[src/hdl/acs_map.vh]
`ifndef ACS_MAP_VH
`define ACS_MAP_VH
`define ACS_CLK_PERIOD_NS    10
`define ACS_PART_MIN_NS      40
`define ACS_PART_MAX_NS      500
`define ACS_FULL_MIN_NS      1200
`define ACS_PART_MIN_CYC     ((`ACS_PART_MIN_NS + `ACS_CLK_PERIOD_NS - 1) / `ACS_CLK_PERIOD_NS)
`define ACS_PART_MAX_CYC     (`ACS_PART_MAX_NS / `ACS_CLK_PERIOD_NS)
`define ACS_FULL_MIN_CYC     ((`ACS_FULL_MIN_NS + `ACS_CLK_PERIOD_NS - 1) / `ACS_CLK_PERIOD_NS)
`define ACS_CONV_CYC         20
`define ACS_STEPS            32
`define ACS_PTR_W            5
`define ACS_SEL_W            4
`define ACS_STEP_W           9
`define ACS_FLD_ASEL_LSB     0
`define ACS_FLD_BSEL_LSB     4
`define ACS_FLD_END_BIT      8
`define ACS_STEP_RESET       9'h000
`endif

[src/hdl/acs_step_mem.v]
`timescale 1ns/100ps
`default_nettype none
`include "acs_map.vh"
module acs_step_mem #(
  parameter DEPTH = `ACS_STEPS,
  parameter AW    = `ACS_PTR_W,
  parameter DW    = `ACS_STEP_W
) (
  input  wire          sys_clk,
  input  wire          wrEn,
  input  wire [AW-1:0] wrAddr,
  input  wire [DW-1:0] wrData,
  input  wire [AW-1:0] rdAddr,
  output reg  [DW-1:0] rdData
);
  reg [DW-1:0] stepMem [0:DEPTH-1];
  // contents survive every reset so a partial reset keeps the program
  always @(posedge sys_clk) begin
    if (wrEn) begin
      stepMem[wrAddr] <= wrData;
    end
    rdData <= stepMem[rdAddr];
  end
endmodule
`default_nettype wire

[src/hdl/acs_pulse_meter.v]
`timescale 1ns/100ps
`default_nettype none
`include "acs_map.vh"
module acs_pulse_meter #(
  parameter CW = 8
) (
  input  wire sys_clk,
  input  wire sys_rst,
  input  wire pinRstN,
  output reg  partialPulse,
  output reg  fullPulse
);
  localparam integer  PART_MIN_I = `ACS_PART_MIN_CYC;
  localparam integer  PART_MAX_I = `ACS_PART_MAX_CYC;
  localparam integer  FULL_MIN_I = `ACS_FULL_MIN_CYC;
  localparam [CW-1:0] PART_MIN   = PART_MIN_I[CW-1:0];
  localparam [CW-1:0] PART_MAX   = PART_MAX_I[CW-1:0];
  localparam [CW-1:0] FULL_MIN   = FULL_MIN_I[CW-1:0];
  reg          syncA_reg;
  reg          syncB_reg;
  reg          lowPrev_reg;
  reg [CW-1:0] lowCnt_reg;
  wire         lowNow = ~syncB_reg;
  always @(posedge sys_clk or posedge sys_rst) begin
    if (sys_rst) begin
      // idle level of the pin, so no false low follows reset
      syncA_reg    <= 1'b1;
      syncB_reg    <= 1'b1;
      lowPrev_reg  <= 1'b0;
      lowCnt_reg   <= {CW{1'b0}};
      partialPulse <= 1'b0;
      fullPulse    <= 1'b0;
    end else begin
      syncA_reg    <= pinRstN;
      syncB_reg    <= syncA_reg;
      lowPrev_reg  <= lowNow;
      partialPulse <= 1'b0;
      fullPulse    <= 1'b0;
      if (lowNow) begin
        if (lowCnt_reg != FULL_MIN) begin
          lowCnt_reg <= lowCnt_reg + {{(CW-1){1'b0}}, 1'b1};
        end
      end else begin
        lowCnt_reg <= {CW{1'b0}};
        if (lowPrev_reg) begin
          // classify on the rising edge of the reset pin
          if (lowCnt_reg >= FULL_MIN) begin
            fullPulse <= 1'b1;
          end else if (lowCnt_reg >= PART_MIN && lowCnt_reg <= PART_MAX) begin
            partialPulse <= 1'b1;
          end
        end
      end
    end
  end
endmodule
`default_nettype wire

[src/hdl/acs_sequencer.v]
// Contract
// - pin mode samples code during conversion
// - code at reset release picks first pair
// - three-bit code selects pair n
// - register mode takes pair from channel register
// - register mode resets selection to pair zero
// - register sequencer holds 32 free steps
// - one step per strobe, burst converts all
// - sequencer-enable pin latched at full reset
// - latched setting held until next full reset
// - pin sequencing converts matching pairs only
// - code k gives pairs 0 through k
// - code at reset sets first sequence length
// - step holds two four-bit selectors
// - sequence depth programmable 1 to 32
// - end marker step defines the depth
// - register sequencer runs when enable set
// - after last step wrap to first
// - partial reset rewinds pointer, keeps steps
// - config and steps writable by host
// - 40 to 500 ns low is partial
// - 1.2 us low is full reset
// - burst keeps busy high whole sequence
`timescale 1ns/100ps
`default_nettype none
`include "acs_map.vh"
module acs_sequencer #(
  parameter CONV_CYC = `ACS_CONV_CYC,
  parameter PW       = `ACS_PTR_W,
  parameter SW       = `ACS_SEL_W
) (
  input  wire          sys_clk,
  input  wire          sys_rst,
  input  wire          resetPinN,
  input  wire          regModePin,
  input  wire          sequencerEnablePin,
  input  wire          burstPin,
  input  wire [2:0]    channel_code_bus,
  input  wire          conversion_start_strobe,
  input  wire          cfgWrite,
  input  wire          cfgSeqEnable,
  input  wire          cfgBurst,
  input  wire [SW-1:0] cfgChanA,
  input  wire [SW-1:0] cfgChanB,
  input  wire          stepWrite,
  input  wire [PW-1:0] stepAddr,
  input  wire [SW-1:0] stepASel,
  input  wire [SW-1:0] stepBSel,
  input  wire          stepEnd,
  output reg           busy,
  output reg  [SW-1:0] a_side_selector,
  output reg  [SW-1:0] b_side_selector,
  output reg           convPulse,
  output reg  [PW-1:0] stepPointer,
  output reg           regModeActive,
  output reg           seqActive
);
  localparam [2:0] ST_IDLE = 3'b000;
  localparam [2:0] ST_LOAD = 3'b001;
  localparam [2:0] ST_CONV = 3'b010;
  localparam [2:0] ST_DONE = 3'b011;
  localparam [2:0] ST_NEXT = 3'b100;
  localparam integer CONV_LAST_I = CONV_CYC - 1;
  localparam [7:0]   CONV_LAST   = CONV_LAST_I[7:0];
  wire partialPulse;
  wire fullPulse;
  wire [`ACS_STEP_W-1:0] stepRd;
  reg  [2:0]    codeS1_reg;
  reg  [2:0]    codeS2_reg;
  reg           stS1_reg;
  reg           stS2_reg;
  reg           stPrev_reg;
  reg  [2:0]    rdyS1_reg;
  reg  [2:0]    rdyS2_reg;
  reg           regMode_reg;
  reg           hwSeq_reg;
  reg           hwBurst_reg;
  reg           swSeq_reg;
  reg           swBurst_reg;
  reg  [SW-1:0] chanA_reg;
  reg  [SW-1:0] chanB_reg;
  reg  [2:0]    hwPair_reg;
  reg  [2:0]    hwLast_reg;
  reg  [2:0]    hwIdx_reg;
  reg  [2:0]    state_reg;
  reg  [7:0]    cnt_reg;
  reg  [PW-1:0] ptr_reg;
  reg           stepIsEnd_reg;
  wire          stRise = stS2_reg & ~stPrev_reg;
  wire          seqOn  = regMode_reg ? swSeq_reg : hwSeq_reg;
  wire          burstOn = seqOn & (regMode_reg ? swBurst_reg : hwBurst_reg);
  wire          hwLastNow = (hwIdx_reg == hwLast_reg);

  acs_pulse_meter #(
    .CW(8)
  ) uMeter (
    .sys_clk     (sys_clk),
    .sys_rst     (sys_rst),
    .pinRstN     (resetPinN),
    .partialPulse(partialPulse),
    .fullPulse   (fullPulse)
  );

  acs_step_mem uMem (
    .sys_clk(sys_clk),
    .wrEn   (stepWrite),
    .wrAddr (stepAddr),
    .wrData ({stepEnd, stepBSel, stepASel}),
    .rdAddr (ptr_reg),
    .rdData (stepRd)
  );

  // two stages on every pin input; only the second stage is read
  always @(posedge sys_clk or posedge sys_rst) begin
    if (sys_rst) begin
      codeS1_reg <= 3'h0;
      codeS2_reg <= 3'h0;
      stS1_reg   <= 1'b0;
      stS2_reg   <= 1'b0;
      stPrev_reg <= 1'b0;
      rdyS1_reg  <= 3'h0;
      rdyS2_reg  <= 3'h0;
    end else begin
      codeS1_reg <= channel_code_bus;
      codeS2_reg <= codeS1_reg;
      stS1_reg   <= conversion_start_strobe;
      stS2_reg   <= stS1_reg;
      stPrev_reg <= stS2_reg;
      rdyS1_reg  <= {regModePin, sequencerEnablePin, burstPin};
      rdyS2_reg  <= rdyS1_reg;
    end
  end

  // configuration: straps latched only on full reset release
  always @(posedge sys_clk or posedge sys_rst) begin
    if (sys_rst) begin
      regMode_reg <= 1'b0;
      hwSeq_reg   <= 1'b0;
      hwBurst_reg <= 1'b0;
      swSeq_reg   <= 1'b0;
      swBurst_reg <= 1'b0;
      chanA_reg   <= 4'h0;
      chanB_reg   <= 4'h0;
    end else if (fullPulse) begin
      regMode_reg <= rdyS2_reg[2];
      hwSeq_reg   <= rdyS2_reg[1];
      hwBurst_reg <= rdyS2_reg[0];
      swSeq_reg   <= 1'b0;
      swBurst_reg <= 1'b0;
      chanA_reg   <= 4'h0;
      chanB_reg   <= 4'h0;
    end else if (cfgWrite) begin
      swSeq_reg   <= cfgSeqEnable;
      swBurst_reg <= cfgBurst;
      chanA_reg   <= cfgChanA;
      chanB_reg   <= cfgChanB;
    end
  end

  // conversion engine
  always @(posedge sys_clk or posedge sys_rst) begin
    if (sys_rst) begin
      state_reg       <= ST_IDLE;
      cnt_reg         <= 8'h00;
      ptr_reg         <= 5'h00;
      hwPair_reg      <= 3'h0;
      hwLast_reg      <= 3'h0;
      hwIdx_reg       <= 3'h0;
      stepIsEnd_reg   <= 1'b0;
      busy            <= 1'b0;
      convPulse       <= 1'b0;
      a_side_selector <= 4'h0;
      b_side_selector <= 4'h0;
    end else begin
      convPulse <= 1'b0;
      if (partialPulse || fullPulse) begin
        // ongoing result dropped; pointer rewound, step memory kept
        state_reg  <= ST_IDLE;
        busy       <= 1'b0;
        ptr_reg    <= 5'h00;
        hwIdx_reg  <= 3'h0;
        hwPair_reg <= codeS2_reg;
        hwLast_reg <= codeS2_reg;
      end else begin
        case (state_reg)
          ST_IDLE: begin
            if (stRise) begin
              busy      <= 1'b1;
              state_reg <= ST_LOAD;
            end
          end
          ST_LOAD: begin
            // step memory read data valid here
            if (!regMode_reg) begin
              if (hwSeq_reg) begin
                a_side_selector <= {1'b0, hwIdx_reg};
                b_side_selector <= {1'b0, hwIdx_reg};
              end else begin
                a_side_selector <= {1'b0, hwPair_reg};
                b_side_selector <= {1'b0, hwPair_reg};
              end
            end else if (swSeq_reg) begin
              a_side_selector <= stepRd[`ACS_FLD_ASEL_LSB +: SW];
              b_side_selector <= stepRd[`ACS_FLD_BSEL_LSB +: SW];
            end else begin
              a_side_selector <= chanA_reg;
              b_side_selector <= chanB_reg;
            end
            stepIsEnd_reg <= stepRd[`ACS_FLD_END_BIT];
            cnt_reg       <= 8'h00;
            state_reg     <= ST_CONV;
          end
          ST_CONV: begin
            cnt_reg <= cnt_reg + 8'h01;
            if (cnt_reg == CONV_LAST) begin
              convPulse <= 1'b1;
              state_reg <= ST_DONE;
            end
          end
          ST_DONE: begin
            // code sampled while busy decides the next pair
            if (!hwSeq_reg) begin
              hwPair_reg <= codeS2_reg;
            end
            if (regMode_reg && swSeq_reg) begin
              // depth 1..32 set by the end marker
              if (stepIsEnd_reg || ptr_reg == 5'h1f) begin
                ptr_reg <= 5'h00;
              end else begin
                ptr_reg <= ptr_reg + 5'h01;
              end
            end
            if (!regMode_reg && hwSeq_reg) begin
              if (hwLastNow) begin
                hwIdx_reg  <= 3'h0;
                hwLast_reg <= codeS2_reg;
              end else begin
                hwIdx_reg <= hwIdx_reg + 3'h1;
              end
            end
            if (burstOn && !(regMode_reg ?
                (stepIsEnd_reg || ptr_reg == 5'h1f) : hwLastNow)) begin
              state_reg <= ST_NEXT;
            end else begin
              busy      <= 1'b0;
              state_reg <= ST_IDLE;
            end
          end
          ST_NEXT: begin
            // gives the step memory a cycle to read the new pointer
            state_reg <= ST_LOAD;
          end
          default: begin
            state_reg <= ST_IDLE;
            busy      <= 1'b0;
          end
        endcase
      end
    end
  end

  always @(posedge sys_clk or posedge sys_rst) begin
    if (sys_rst) begin
      stepPointer   <= 5'h00;
      regModeActive <= 1'b0;
      seqActive     <= 1'b0;
    end else begin
      stepPointer   <= ptr_reg;
      regModeActive <= regMode_reg;
      seqActive     <= seqOn;
    end
  end
endmodule
`default_nettype wire

[config.mk]
export PLATFORM = sky130hd
export DESIGN_NAME = acs_sequencer
export DESIGN_NICKNAME = d
export VERILOG_FILES = /design/src/hdl/acs_step_mem.v /design/src/hdl/acs_pulse_meter.v /design/src/hdl/acs_sequencer.v
export VERILOG_INCLUDE_DIRS = /design/src /design/src/hdl
export SDC_FILE = /design/constraint.sdc
export NUM_CORES = 1
export LEC_CHECK = 0
export ABC_AREA = 1
export BUFFER_PORTS_ARGS = -buffer_cell sky130_fd_sc_hd__buf_2
export CORE_MARGIN = 2
export CORE_UTILIZATION = 35
export DETAILED_ROUTE_END_ITERATION = 16
export HOLD_SLACK_MARGIN = 0.05
export MAX_ROUTING_LAYER = met4
export PLACE_DENSITY = 0.52
export SYNTH_ARGS = -nofsm -noshare
export SYNTH_HDL_FRONTEND = slang
export SYNTH_SLANG_ARGS = --single-unit
[constraint.sdc]
create_clock -name sys_clk -period 3.63 [get_ports sys_clk]
set_input_delay 0.726 -clock sys_clk [delete_from_list [all_inputs] [get_ports sys_clk]]
set_output_delay 0.726 -clock sys_clk [all_outputs]
set_load 0.02 [all_outputs]
Yosys cells after proc, flatten, opt, wreduce, memory -nomap -nowiden
Memories as Yosys holds them, arrays and structs flattened. A register that Yosys moved wholly into a read port is not among the register bits.
Cells that the tools add are included.
- bits in registers: 84
- memory bits (writable): 288
- output and inout bits: 17
- logic and storage cells: 140
- memories: 1
- memories (name ; words ; bits a word ; read ports ; clocked after Yosys merged registers in ; write ports ; line ; RTL):
    uMem.stepMem ; 32 ; 9 ; 1 ; 1 ; 1 ; acs_step_mem.v:16 ; reg [DW-1:0] stepMem [0:DEPTH-1];
- add/subtract/negate cells: 4
- order comparisons: 3
- equality and inequality tests: 13
- muxes and demuxes: 55
- bitwise gates (word level): 5
- reductions and logical operators: 25
- operators with widths (kind ; count):
    3-bit 2-to-1 mux ; 16
    4-bit 2-to-1 mux ; 8
    1-bit 2-to-1 mux ; 22
    5-bit 2-to-1 mux ; 4
    8-bit by 1-bit adder with 8-bit output, second input constant ; 2
    8-bit 2-to-1 mux ; 2
    8-bit one-hot mux with 2 select lines ; 1
    3-bit one-hot mux with 5 select lines ; 1
    2-bit nonzero test ; 7
    2-bit AND reduction ; 6
    3-bit inequality test, second input constant ; 3
    8-bit by 5-bit == test with 1-bit output, second input constant ; 1
    8-bit by 3-bit >= comparator with 1-bit output, second input constant ; 1
    8-bit by 7-bit >= comparator with 1-bit output, second input constant ; 1
    8-bit by 6-bit less-or-equal comparator with 1-bit output, second input constant ; 1
    8-bit by 7-bit inequality test with 1-bit output, second input constant ; 1
    3-bit by 2-bit == test with 1-bit output, second input constant ; 2
    3-bit AND reduction ; 2
    5-bit by 1-bit adder with 5-bit output, second input constant ; 1
    5-bit == test, second input constant ; 1
    1-bit logical AND ; 4
    2-bit by 1-bit inequality test with 1-bit output, second input constant ; 2
    3-bit by 1-bit adder with 3-bit output, second input constant ; 1
    3-bit by 1-bit == test with 1-bit output, second input constant ; 1
    other kinds (9) ; 14

Logic depth before layout (Yosys ltp)
Gate-level depths: netlist (run 1).
- depth after elaboration: 8
- mapped depth: 11
- gate-level depth less buffers: 10

Hierarchy
A second synthesis (run 1) with hierarchy kept.
- cells, all modules: 1412
- area, all modules: 15643.8 µm²
- modules (own cells, without submodules) (module ; instances ; cells each ; area each (µm²) ; sequential area each (µm²)):
    acs_step_mem ; 1 ; 1029 ; 11975.2 ; 8828.5
    acs_sequencer ; 1 ; 300 ; 3014.1 ; 1776.7
    acs_pulse_meter ; 1 ; 83 ; 654.4 ; 327.8

Worst setup path before layout (run 1)
OpenSTA, ideal clock, no wires.
- path kind: input to register
- from: input stepAddr[0]
- to: memory uMem.stepMem[0][0] (netlist name), enable pin
- library setup time: 0.374 ns
- data arrival time: 1.431 ns
- path slack: 1.825 ns
- stages on the path: 3
- buffers on the path: 0
- path through: inv_1 nand3_1 nor2_1
- RTL lines (item ; line ; RTL):
    start, declared ; acs_sequencer.v:46 ; input wire [PW-1:0] stepAddr,
    end, declared ; acs_step_mem.v:16 ;
No word-level cell before the write port.

Final worst setup path (run 1)
- from: register ptr_reg[1]
- to: register busy
- word-level cells in the longest chain between the ends: 7
- ends and longest elaborated chain (item ; line ; RTL):
    start, declared ; acs_sequencer.v:87 ; reg [PW-1:0] ptr_reg;
    start signal, assigned ; acs_sequencer.v:230 ; ptr_reg <= ptr_reg + 5'h01;
    5-bit == test ; acs_sequencer.v:242 ; (stepIsEnd_reg || ptr_reg == 5'h1f) : hwLastNow)) begin
    1-bit logical OR ; acs_sequencer.v:242 ;
    1-bit 2-to-1 mux ; acs_sequencer.v:241 ; if (burstOn && !(regMode_reg ?
    1-bit logical NOT ; acs_sequencer.v:241 ;
    1-bit logical AND ; acs_sequencer.v:241 ;
    3-bit inequality test (no line) ; -- ;
    3-bit AND reduction (no line) ; -- ;
    end signal, assigned ; acs_sequencer.v:188 ; busy <= 1'b1;
    end signal, assigned ; acs_sequencer.v:245 ; busy <= 1'b0;
    end signal, assigned ; acs_sequencer.v:255 ; busy <= 1'b0;
    end, declared ; acs_sequencer.v:50 ; output reg busy,
No other way between the ends.
A chain may end at the register's enable or synchronous reset.

==> results of run 1 <==
cell usage in the layout, fill, tap and decap left out, drive strengths merged, types with 2 or more instances in the layout:
| master | synthesis | final |
|---|---|---|
| nand3 | 257 | 257 |
| edfxtp | 288 | 288 |
| nor2 | 64 | 64 |
| nand2 | 466 | 466 |
| buf | 43 | 64 |
| a31oi | 6 | 6 |
| dfstp | 2 | 2 |
| nand4 | 7 | 7 |
| dfrtp | 82 | 82 |
| bufinv | 0 | 3 |
| inv | 62 | 61 |
| a21oi | 21 | 21 |
| dfxtp | 9 | 9 |
| o21ai | 46 | 46 |
| o211ai | 3 | 3 |
| ha | 7 | 7 |
| nor3 | 6 | 6 |
| clkbuf | 23 | 53 |
| clkinv | 3 | 19 |
kinds of logic (layout without fill, tap and decap cells):
kind of cell,after synthesis,in the layout,share of synthesized area
compound gates,81,81,0.02843
simple gates,803,803,0.2205
buf+inv,131,201,0.03653
flops,381,381,0.7077
mux,1,1,0.0006480
fa+ha+maj,7,7,0.005669
xor+xnor,1,1,0.0005670
per-stage QoR:
stage	setup WS, ns	utilization	hold slack, ns
2_1_floorplan	0.7422	-	0.3312
3_3_place_gp	1.090	0.3749	0.3328
3_5_place_dp	1.043	0.3749	0.3401
4_1_cts	1.326	0.4049	0.2459
5_1_grt	1.079	0.4049	0.2512
6_report	1.327	0.4049	0.2709
layout make-up:
type,count,area share
tap,585,0.04169
timing repair buffer,64,0.02209
clock inverter,19,0.01012
inverter,65,0.01411
clock buffer,53,0.06393
sequential,381,0.6230
multi-input combinational,893,0.2251
final timing paths:
path / startpoint / endpoint / slack (ns) / depth (start not counted)
worst max-delay path: ptr_reg[1] / busy / 1.33 / 11
worst min-delay path: resetPinN / uMeter.syncA_reg / 0.27 / 1
worst max register to register: ptr_reg[1] / busy / 1.33 / 11
worst min register to register: codeS1_reg[0] / codeS2_reg[0] / 0.35 / 0
max in group asynchronous: sys_rst / uMeter.syncA_reg / 2.54 / 3
min in group asynchronous: sys_rst / stS2_reg / 0.29 / 2
routing by layer:
layer,global-route usage,up-vias,share of wire
met5,-,-,0
met4,0.04398,0,0.016
met3,0.02454,51,0.050
met2,0.2779,239,0.48
met1,0.2321,4917,0.45
li1,-,4891,-
power by group through the flow:
stage | sequential, mW | clock (mW) | combinational (mW)
2_1_floorplan | 5.07 | 0 | 0.375
3_3_place_gp | 5.05 | 0 | 0.662
3_5_place_dp | 5.05 | 0 | 0.672
4_1_cts | 4.96 | 4.14 | 0.672
5_1_grt | 4.98 | 4.32 | 0.756
6_report | 4.96 | 4.05 | 0.660
==> results.toml, run 1 <==
[outcome]
status = "completed"

[synthesis]
yosys.cell_types.count = 40
syn_avg_cell_area_um2 = 11.00
syn_nets = 1448
yosysWarnings = 0
yosysSeqAreaShare = 0.7077
synth_top_cell_area_share = 0.5598
synth_flop_cell = "edfxtp_1"
synth_top_area_cell = "edfxtp_1"
synth.most_common_cell = "nand2_1"
syn_area_um2 = 15450
ys_ff_latch = 381
synth_area_leaders = "edfxtp_1, dfrtp_1, nand2_1, nand3_1, nor2_1"
syn_inst = 1405
synth_edf_count = 288
synthArstFlopShare = 0.2205
yosys-top-cells-count = "nand2_1, edfxtp_1, nand3_1, dfrtp_1, nor2_1"

[cells_and_area]
antenna_cells = 0
top_regs = "uMem.stepMem: 288 flops, uMem.rdData: 9 flops"
syn2layout_area_growth_pct = 13.65
fillers = 4272
fin_cells = 2060
largest_reg_flops = 288
final-seq-area_um2 = 10940
postLayoutCellArea_um2 = 17560
multi_input_area_um2 = 3951
nets = 1489
regMostFlops = "uMem.stepMem"
drive_gt1_frac = 0.09492

[floorplanning]
die_w_um = 214.1
core_area_um2 = 43360
dieArea_um2 = 45830
row_count = 76
start_util = 0.3563
die_y_um = 214.1
pin_count = 53

[power]
p_int_mw = 7.446
total_power_mw = 9.668
vdd_drop_max_mv = 0.3756
pwr-share-comb = 0.068
clkPwrFrac = 0.418
p_sw_mw = 2.222
cellPowerDensity_nw_per_um2 = 550.7
p_leak_nw = 6.830
switching_share = 0.2298
power_frac_seq = 0.513

[critical_path]
end_kind = "flop"
cpPeakStageDelay_ns = 0.66
critPathLaunchType = "flop"
path_class = "reg2reg"
cpMostUsedCell = "nand2_1"
cp_data_required_time_ns = 4.08
cp_top_family = "buffers and inverters"
critPathArrivalTime_ns = 2.75
worst-path-buf-inv = 2
worst_path_max_delay_cell = "buf_4"
cp_cell_sequence = "buf_4 > ha_1 > inv_1 > nor3_1 > ha_1 > nand3b_1 > a21oi_1 > nand2_1 > nand2_1 > nand2_1 > nand2_1"
crit_path_max_fanout = 74

[worst_hold_path]
holdCritPathClass = "in2reg"

[clock_tree]
cts_sinks = 381
root_buffer = "clkbuf_16"
post_cts_buffers = 0
cts_hold_repair.buffers = 0
cts_buffers = 41
clock_latency_ns = 0.56
path_clk_slew_ns = 0.06
cts_tree = "done"
cts_resized = 0
cts_max_level = 2
clockBufferDepth = 3

[placement]
dpl.cell_count = 1988
place_hpwl_um = 23900
place.gp.congestion = 0.8203
port-buffer-count = 52
dpl_cell_area_um2 = 16260

[timing]
slew_viol_final = 0
fin_skew_ns = 0.01758
max_freq_mhz = 434.3
finalSetupViolations = 0
rsz0062_at_grt = "no"
layout_min_cycle_time_ns = 2.303
tns_ns = 0
worstMarginPinSlew_ns = 0.8949
fin_crit_sh = 0.6343
relSlewSlack = 0.4034
hold_violations = 0

[route]
drt_iter0_markers = 904
wirelength_um = 38790
via_per_inst = 4.902
vias = 10098
ant_nets = 0
dr.pass1.iters = 5
drc_errors = 0
avgRoutedWirePerCell_um = 18.83

[global_routing]
grt_antenna_before_repair = 0
grt_usage = 0.1730
grt_max_degree = 75
grt_pass1_wl_um = 59060
grt_pass1_vias = 9930
overflow = 0

[flow_run]
max_cap_violations = 0
Note: power is estimated with default switching activity, not from simulation.
==> run 2: changes to the inputs <==
--- a/config.mk
+++ b/config.mk
@@ -6,14 +6,14 @@
 export SDC_FILE = /design/constraint.sdc
 export NUM_CORES = 1
 export LEC_CHECK = 0
-export ABC_AREA = 1
+export ABC_AREA = 0
 export BUFFER_PORTS_ARGS = -buffer_cell sky130_fd_sc_hd__buf_2
 export CORE_MARGIN = 2
 export CORE_UTILIZATION = 35
 export DETAILED_ROUTE_END_ITERATION = 16
 export HOLD_SLACK_MARGIN = 0.05
 export MAX_ROUTING_LAYER = met4
-export PLACE_DENSITY = 0.52
+export PLACE_DENSITY = 0.54
 export SYNTH_ARGS = -nofsm -noshare
 export SYNTH_HDL_FRONTEND = slang
 export SYNTH_SLANG_ARGS = --single-unit
==> constraint.sdc (replaced) <==
create_clock -name sys_clk -period 2.1 [get_ports sys_clk]
set_input_delay 0.42 -clock sys_clk [delete_from_list [all_inputs] [get_ports sys_clk]]
set_output_delay 0.42 -clock sys_clk [all_outputs]
set_load 0.02 [all_outputs]
==> results.toml, run 2 <==
[outcome]
status = "finished, violations left"
violations = "setup timing"

[placement]
port-buffer-count = 52
place_hpwl_um = 19560
place.gp.congestion = 0.7870

[synthesis]
yosysSeqAreaShare = 0.7449
synth_edf_count = 288
ys_ff_latch = 381
synthArstFlopShare = 0.2205
synth.most_common_cell = "edfxtp_1"
syn_nets = 843
synth_area_leaders = "edfxtp_1, dfrtp_1, mux4_2, o22ai_1, nor2_1"
syn_area_um2 = 14680
synth_top_area_cell = "edfxtp_1"
syn_inst = 800
yosys.cell_types.count = 54
syn_avg_cell_area_um2 = 18.35
yosysWarnings = 0
synth_flop_cell = "edfxtp_1"
yosys-top-cells-count = "edfxtp_1, dfrtp_1, mux4_2, nor2_1, o22ai_1"
synth_top_cell_area_share = 0.5892

[global_routing]
grt_max_degree = 77
grt_usage = 0.1509
overflow = 0
grt_pass1_wl_um = 47550
grt_pass1_vias = 7780
grt_antenna_before_repair = 0

[critical_path]
critPathArrivalTime_ns = 2.67
end_kind = "flop"
cp_data_required_time_ns = 2.55
r2r_slack_ns = -0.12
crit_path_max_fanout = 2
path_class = "reg2reg"
r2r-start = "ptr_reg[0]"
critPathLaunchType = "flop"
r2r_cells = 7
rr_endpoint = "busy"

[cells_and_area]
multi_input_area_um2 = 3573
final-seq-area_um2 = 10940
fillers = 3768
layout_commonest_cell = "edfxtp_1"
nets = 978
regMostFlops = "uMem.stepMem"
final_cell_mix = "edfxtp_1, dfrtp_1, mux4_2, buf_4, nor2_1"
final_core_util = 0.4208
antenna_cells = 0
syn2layout_area_growth_pct = 19.45
drive_gt1_frac = 0.2968
top_regs = "uMem.stepMem: 288 flops, uMem.rdData: 9 flops"
largest_reg_flops = 288

[worst_hold_path]
holdCritPathClass = "in2reg"
whs_path_depth = 3
min_from = "cfgChanB[3]"
holdPathEnd = "chanB_reg[3]"

[clock_tree]
cts_max_level = 2
root_buffer = "clkbuf_16"
cts_buffers = 40
clock_latency_ns = 0.55
path_clk_slew_ns = 0.06
clockBufferDepth = 3
post_cts_buffers = 0
cts_sinks = 381
cts_tree = "done"

[timing]
max_freq_mhz = 451.1
worstMarginPinSlew_ns = 0.6933
hold_violations = 0
fin_skew_ns = 0.01410
slew_viol_final = 0
layout_min_cycle_time_ns = 2.217
fin_crit_sh = 1.056
fin_ws_ns = -0.1167
rsz0062_at_grt = "yes"
finalSetupViolations = 1
relSlewSlack = 0.5378

[route]
wirelength_um = 31860
wl_met2_um = 15360
vias = 7614
ant_nets = 0
wl_met1_um = 14430
drc_errors = 0
highest_layer = "met4"
drt_iter0_markers = 637
met3_length_um = 1548
via_per_inst = 5.056
avgRoutedWirePerCell_um = 21.16
dr.pass1.iters = 5

[power]
p_leak_nw = 6.127
cellPowerDensity_nw_per_um2 = 963.2
switching_share = 0.2225
power_frac_seq = 0.508
pwr-share-comb = 0.069
vdd_drop_max_mv = 0.6976
clkPwrFrac = 0.423
total_power_mw = 16.89
p_sw_mw = 3.758
p_int_mw = 13.13

[floorplanning]
start_util = 0.3523
die_y_um = 208.8
row_count = 75
pin_count = 53
dieArea_um2 = 43590
core_area_um2 = 41670
die_w_um = 208.8

[flow_run]
max_cap_violations = 0
[run 2: cell count changes after synthesis, moves of 9 or more]
cell,delta
clkbuf_1,-10
nand3b_1,+11
mux2i_1,+20
inv_1,-46
nor4_1,+11
mux4_2,+72
mux2_2,+9
nand2_1,-441
o22ai_1,+35
buf_2,-20
o21ai_0,-32
nand3_1,-242
[run 2: routing by layer]
metal  track usage  vias to the layer above
li1              -                     3476
met1        0.2052                     3919
met2        0.2384                      172
met3       0.02585                       47
met4       0.03670                        0
met5             -                        -
[run 2: metrics by stage]
| stage | TNS, ns | area (µm²) | cells | setup WS [ns] | hold slack, ns |
|---|---|---|---|---|---|
| finish | -0.1167 | 17530 | 1506 | -0.1167 | 0.1293 |
| global route | -0.2009 | 17530 | 1506 | -0.2009 | 0.1206 |
| CTS | -0.1072 | 17480 | 1505 | -0.1072 | 0.1031 |
| detailed placement | -0.1375 | 16020 | 1422 | -0.1375 | 0.3347 |
| global placement | -0.1144 | 16020 | 1422 | -0.1144 | 0.3341 |
| floorplan | -0.08944 | 14710 | 800 | -0.08944 | 0.3312 |
[run 2: cell type report]
cell class	count	share of cell area
timing repair buffer	131	0.05445
multi-input combinational	370	0.2038
inverter	11	0.002569
clock inverter	15	0.01028
sequential	381	0.6240
tap	539	0.03846
clock buffer	59	0.06644
[run 2: power groups by stage]
stage	clock network [mW]	registers (mW)	logic (mW)
final	7.15	8.58	1.16
after global routing	7.63	8.61	1.30
after CTS	7.34	8.58	1.18
after detailed placement	0	8.73	1.17
after global placement	0	8.72	1.14
after floorplan	0	8.75	0.680
[run 2: timing repair]
action	4_1_cts	5_1_grt
hold buffers	9	0
pin swaps	1	1
cloned	0	1
resized for setup	4	5
hold endpoints to repair	32	0
setup endpoints to repair	1	11
[run 2: how the worst max path moves through the flow]
stage | slack [ns] | endpoint | from | cells after the start
detailed placement | -0.14 | busy | ptr_reg[0] | 7
finish | -0.12 | busy | ptr_reg[0] | 7
CTS | -0.11 | busy | ptr_reg[0] | 7
floorplan | -0.09 | busy | ptr_reg[2] | 8
global placement | -0.11 | busy | ptr_reg[0] | 7
global route | -0.20 | busy | ptr_reg[0] | 7
[run 2: kinds of logic after synthesis]
| group | synth area share |
|---|---|
| xor+xnor | 0.005370 |
| fa+ha+maj | 0.005967 |
| flops | 0.7449 |
| mux | 0.1317 |
| buf+inv | 0.01526 |
| simple gates | 0.05720 |
| compound gates | 0.03964 |
[run 2: worst max-delay path, cell delays in order (launching register included)]
cell and delay, ns:
dfrtp_4 0.49, ha_4 0.17, and3_4 0.18, ha_4 0.15
or2_4 0.24, o21a_1 0.18, or4b_4 0.49, a221oi_2 0.22
==> run 3: changes to the inputs <==
--- a/config.mk
+++ b/config.mk
@@ -10,6 +10,8 @@
 export BUFFER_PORTS_ARGS = -buffer_cell sky130_fd_sc_hd__buf_2
 export CORE_MARGIN = 2
 export CORE_UTILIZATION = 35
+export CTS_BUF_LIST = sky130_fd_sc_hd__clkbuf_2
+export CTS_CLUSTER_SIZE = 30
 export DETAILED_ROUTE_END_ITERATION = 16
 export HOLD_SLACK_MARGIN = 0.05
 export MAX_ROUTING_LAYER = met4
==> results.toml, run 3 (same netlist as run 2, synthesis figures left out) <==
[global_routing]
grt_antenna_before_repair = 2
grt_pass1_vias = 8444
overflow = 0
grt_usage = 0.1578
grt_max_degree = 77
grt_pass1_wl_um = 49400

[cells_and_area]
syn2layout_area_growth_pct = 19.50
nets = 1079
drive_gt1_frac = 0.3427
regMostFlops = "uMem.stepMem"
top_regs = "uMem.stepMem: 288 flops, uMem.rdData: 9 flops"
largest_reg_flops = 288
fin_cells = 1651
final_cell_mix = "edfxtp_1, clkbuf_2, dfrtp_1, mux4_2, buf_4"
layout_commonest_cell = "edfxtp_1"

[clock_tree]
cts_tree = "done"
root_buffer = "clkbuf_2"
clock_latency_ns = 1.03
cts_buffers = 94
clockBufferDepth = 3
cts_sinks = 381
cts_max_level = 3
path_clk_slew_ns = 0.11

[timing]
rsz0062_at_grt = "yes"
fin_crit_sh = 1.055
hold_violations = 0
fin_skew_ns = 0.1141
tns_ns = -0.1695
slew_viol_final = 0
finalSetupViolations = 2
hold_ws_ns = 0.2006
max_freq_mhz = 451.2
fin_ws_ns = -0.1165
relSlewSlack = 0.5510
worstMarginPinSlew_ns = 0.6736
layout_min_cycle_time_ns = 2.216

[placement]
place_hpwl_um = 19560
dpl.cell_count = 1422
place.gp.congestion = 0.7870
port-buffer-count = 52

[power]
p_int_mw = 11.02
p_leak_nw = 6.339
clkPwrFrac = 0.338
switching_share = 0.2574
total_power_mw = 14.83
power_frac_seq = 0.577
pwr-share-comb = 0.085
vdd_drop_max_mv = 0.3681
cellPowerDensity_nw_per_um2 = 845.8
p_sw_mw = 3.819

[route]
drc_errors = 0
ant_nets = 0
dr.pass1.iters = 5
drt_iter0_markers = 610
vias = 8115
highest_layer = "met4"
wirelength_um = 32900
wl_met1_um = 14860
via_per_inst = 4.915
wl_met2_um = 15930
met3_length_um = 1704
avgRoutedWirePerCell_um = 19.93

[critical_path]
path_class = "reg2reg"
end_kind = "flop"
cpMostUsedCell = "ha_4"
cp_cell_sequence = "ha_4 > and3_4 > ha_4 > or2_4 > o21a_1 > or4b_4 > a221oi_2"
cp_data_required_time_ns = 2.95
cpPeakStageDelay_ns = 0.50
crit_path_max_fanout = 2
worst_path_max_delay_cell = "dfrtp_4"
critPathLaunchType = "flop"
critPathArrivalTime_ns = 3.07

[floorplanning]
start_util = 0.3523
pin_count = 53
core_area_um2 = 41670
dieArea_um2 = 43590
die_y_um = 208.8
row_count = 75
die_w_um = 208.8

[outcome]
status = "finished, violations left"
violations = "setup timing"

[flow_run]
max_cap_violations = 0

[worst_hold_path]
holdCritPathClass = "in2reg"
run 3: cell types whose count changed in the layout (fill, tap and decap cells not counted), sizes merged:
cell         delta
clkinvlp        -1
clkinv         +12
diode           +3
buf             +2
bufinv          -1
dlygate4sd3    +45
clkbuf         +85
run 3: per-stage QoR:
stage          utilization  area [µm²]  worst slack, ns
2_1_floorplan            -       14710         -0.08944
3_3_place_gp        0.3845       16020          -0.1144
3_5_place_dp        0.3845       16020          -0.1375
4_1_cts             0.4196       17480          -0.1193
5_1_grt             0.4210       17540          -0.2188
6_report            0.4210       17540          -0.1165
run 3: worst max-delay path, delay by kind of cell, from the launching register on:
kind	cells	cell delay, ns
compound gates	2	0.40
simple gates	3	0.92
flops	1	0.50
fa+ha+maj	2	0.32
run 3: repair_timing:
action,CTS,global route
resized for setup,4,4
hold buffers,54,0
pin swaps,1,1
cloned,0,1
hold endpoints to repair,501,0
setup buffers,1,1
setup endpoints to repair,2,5
run 3: worst paths after layout:
path                                   start                  to  slack, ns  cells past startpoint
max in group asynchronous            sys_rst    uMeter.syncB_reg       0.75                      5
worst max register to register    ptr_reg[0]                busy      -0.12                      7
worst min-delay path             stepAddr[0]  uMem.stepMem[3][4]       0.20                      5
worst min register to register  rdyS1_reg[2]        rdyS2_reg[2]       0.33                      0
worst max-delay path              ptr_reg[0]                busy      -0.12                      7
min in group asynchronous            sys_rst  b_side_selector[3]       0.67                      4
run 3: layer usage:
layer  global-route usage  up-vias
li1                     -     3737
met1               0.2047     4132
met2               0.2452      210
met3              0.04343       36
met4              0.04384        0
met5                    -        -
run 3: power by group through the flow:
stage / Sequential, mW / Combinational, mW / Clock [mW]
final: 8.56 / 1.26 / 5.02
after global routing: 8.60 / 1.40 / 5.63
after CTS: 8.56 / 1.28 / 5.24
after detailed placement: 8.73 / 1.17 / 0
after global placement: 8.72 / 1.14 / 0
after floorplan: 8.75 / 0.680 / 0
run 3: cell type report:
class | instances | area (µm²)
fill | 3861 | 24130
sequential | 381 | 10940
multi-input combinational | 370 | 3563
timing repair buffer | 178 | 1420
clock buffer | 144 | 720.7
tap | 539 | 674.4
clock inverter | 25 | 167.7
inverter | 11 | 45.04
antenna | 3 | 7.507
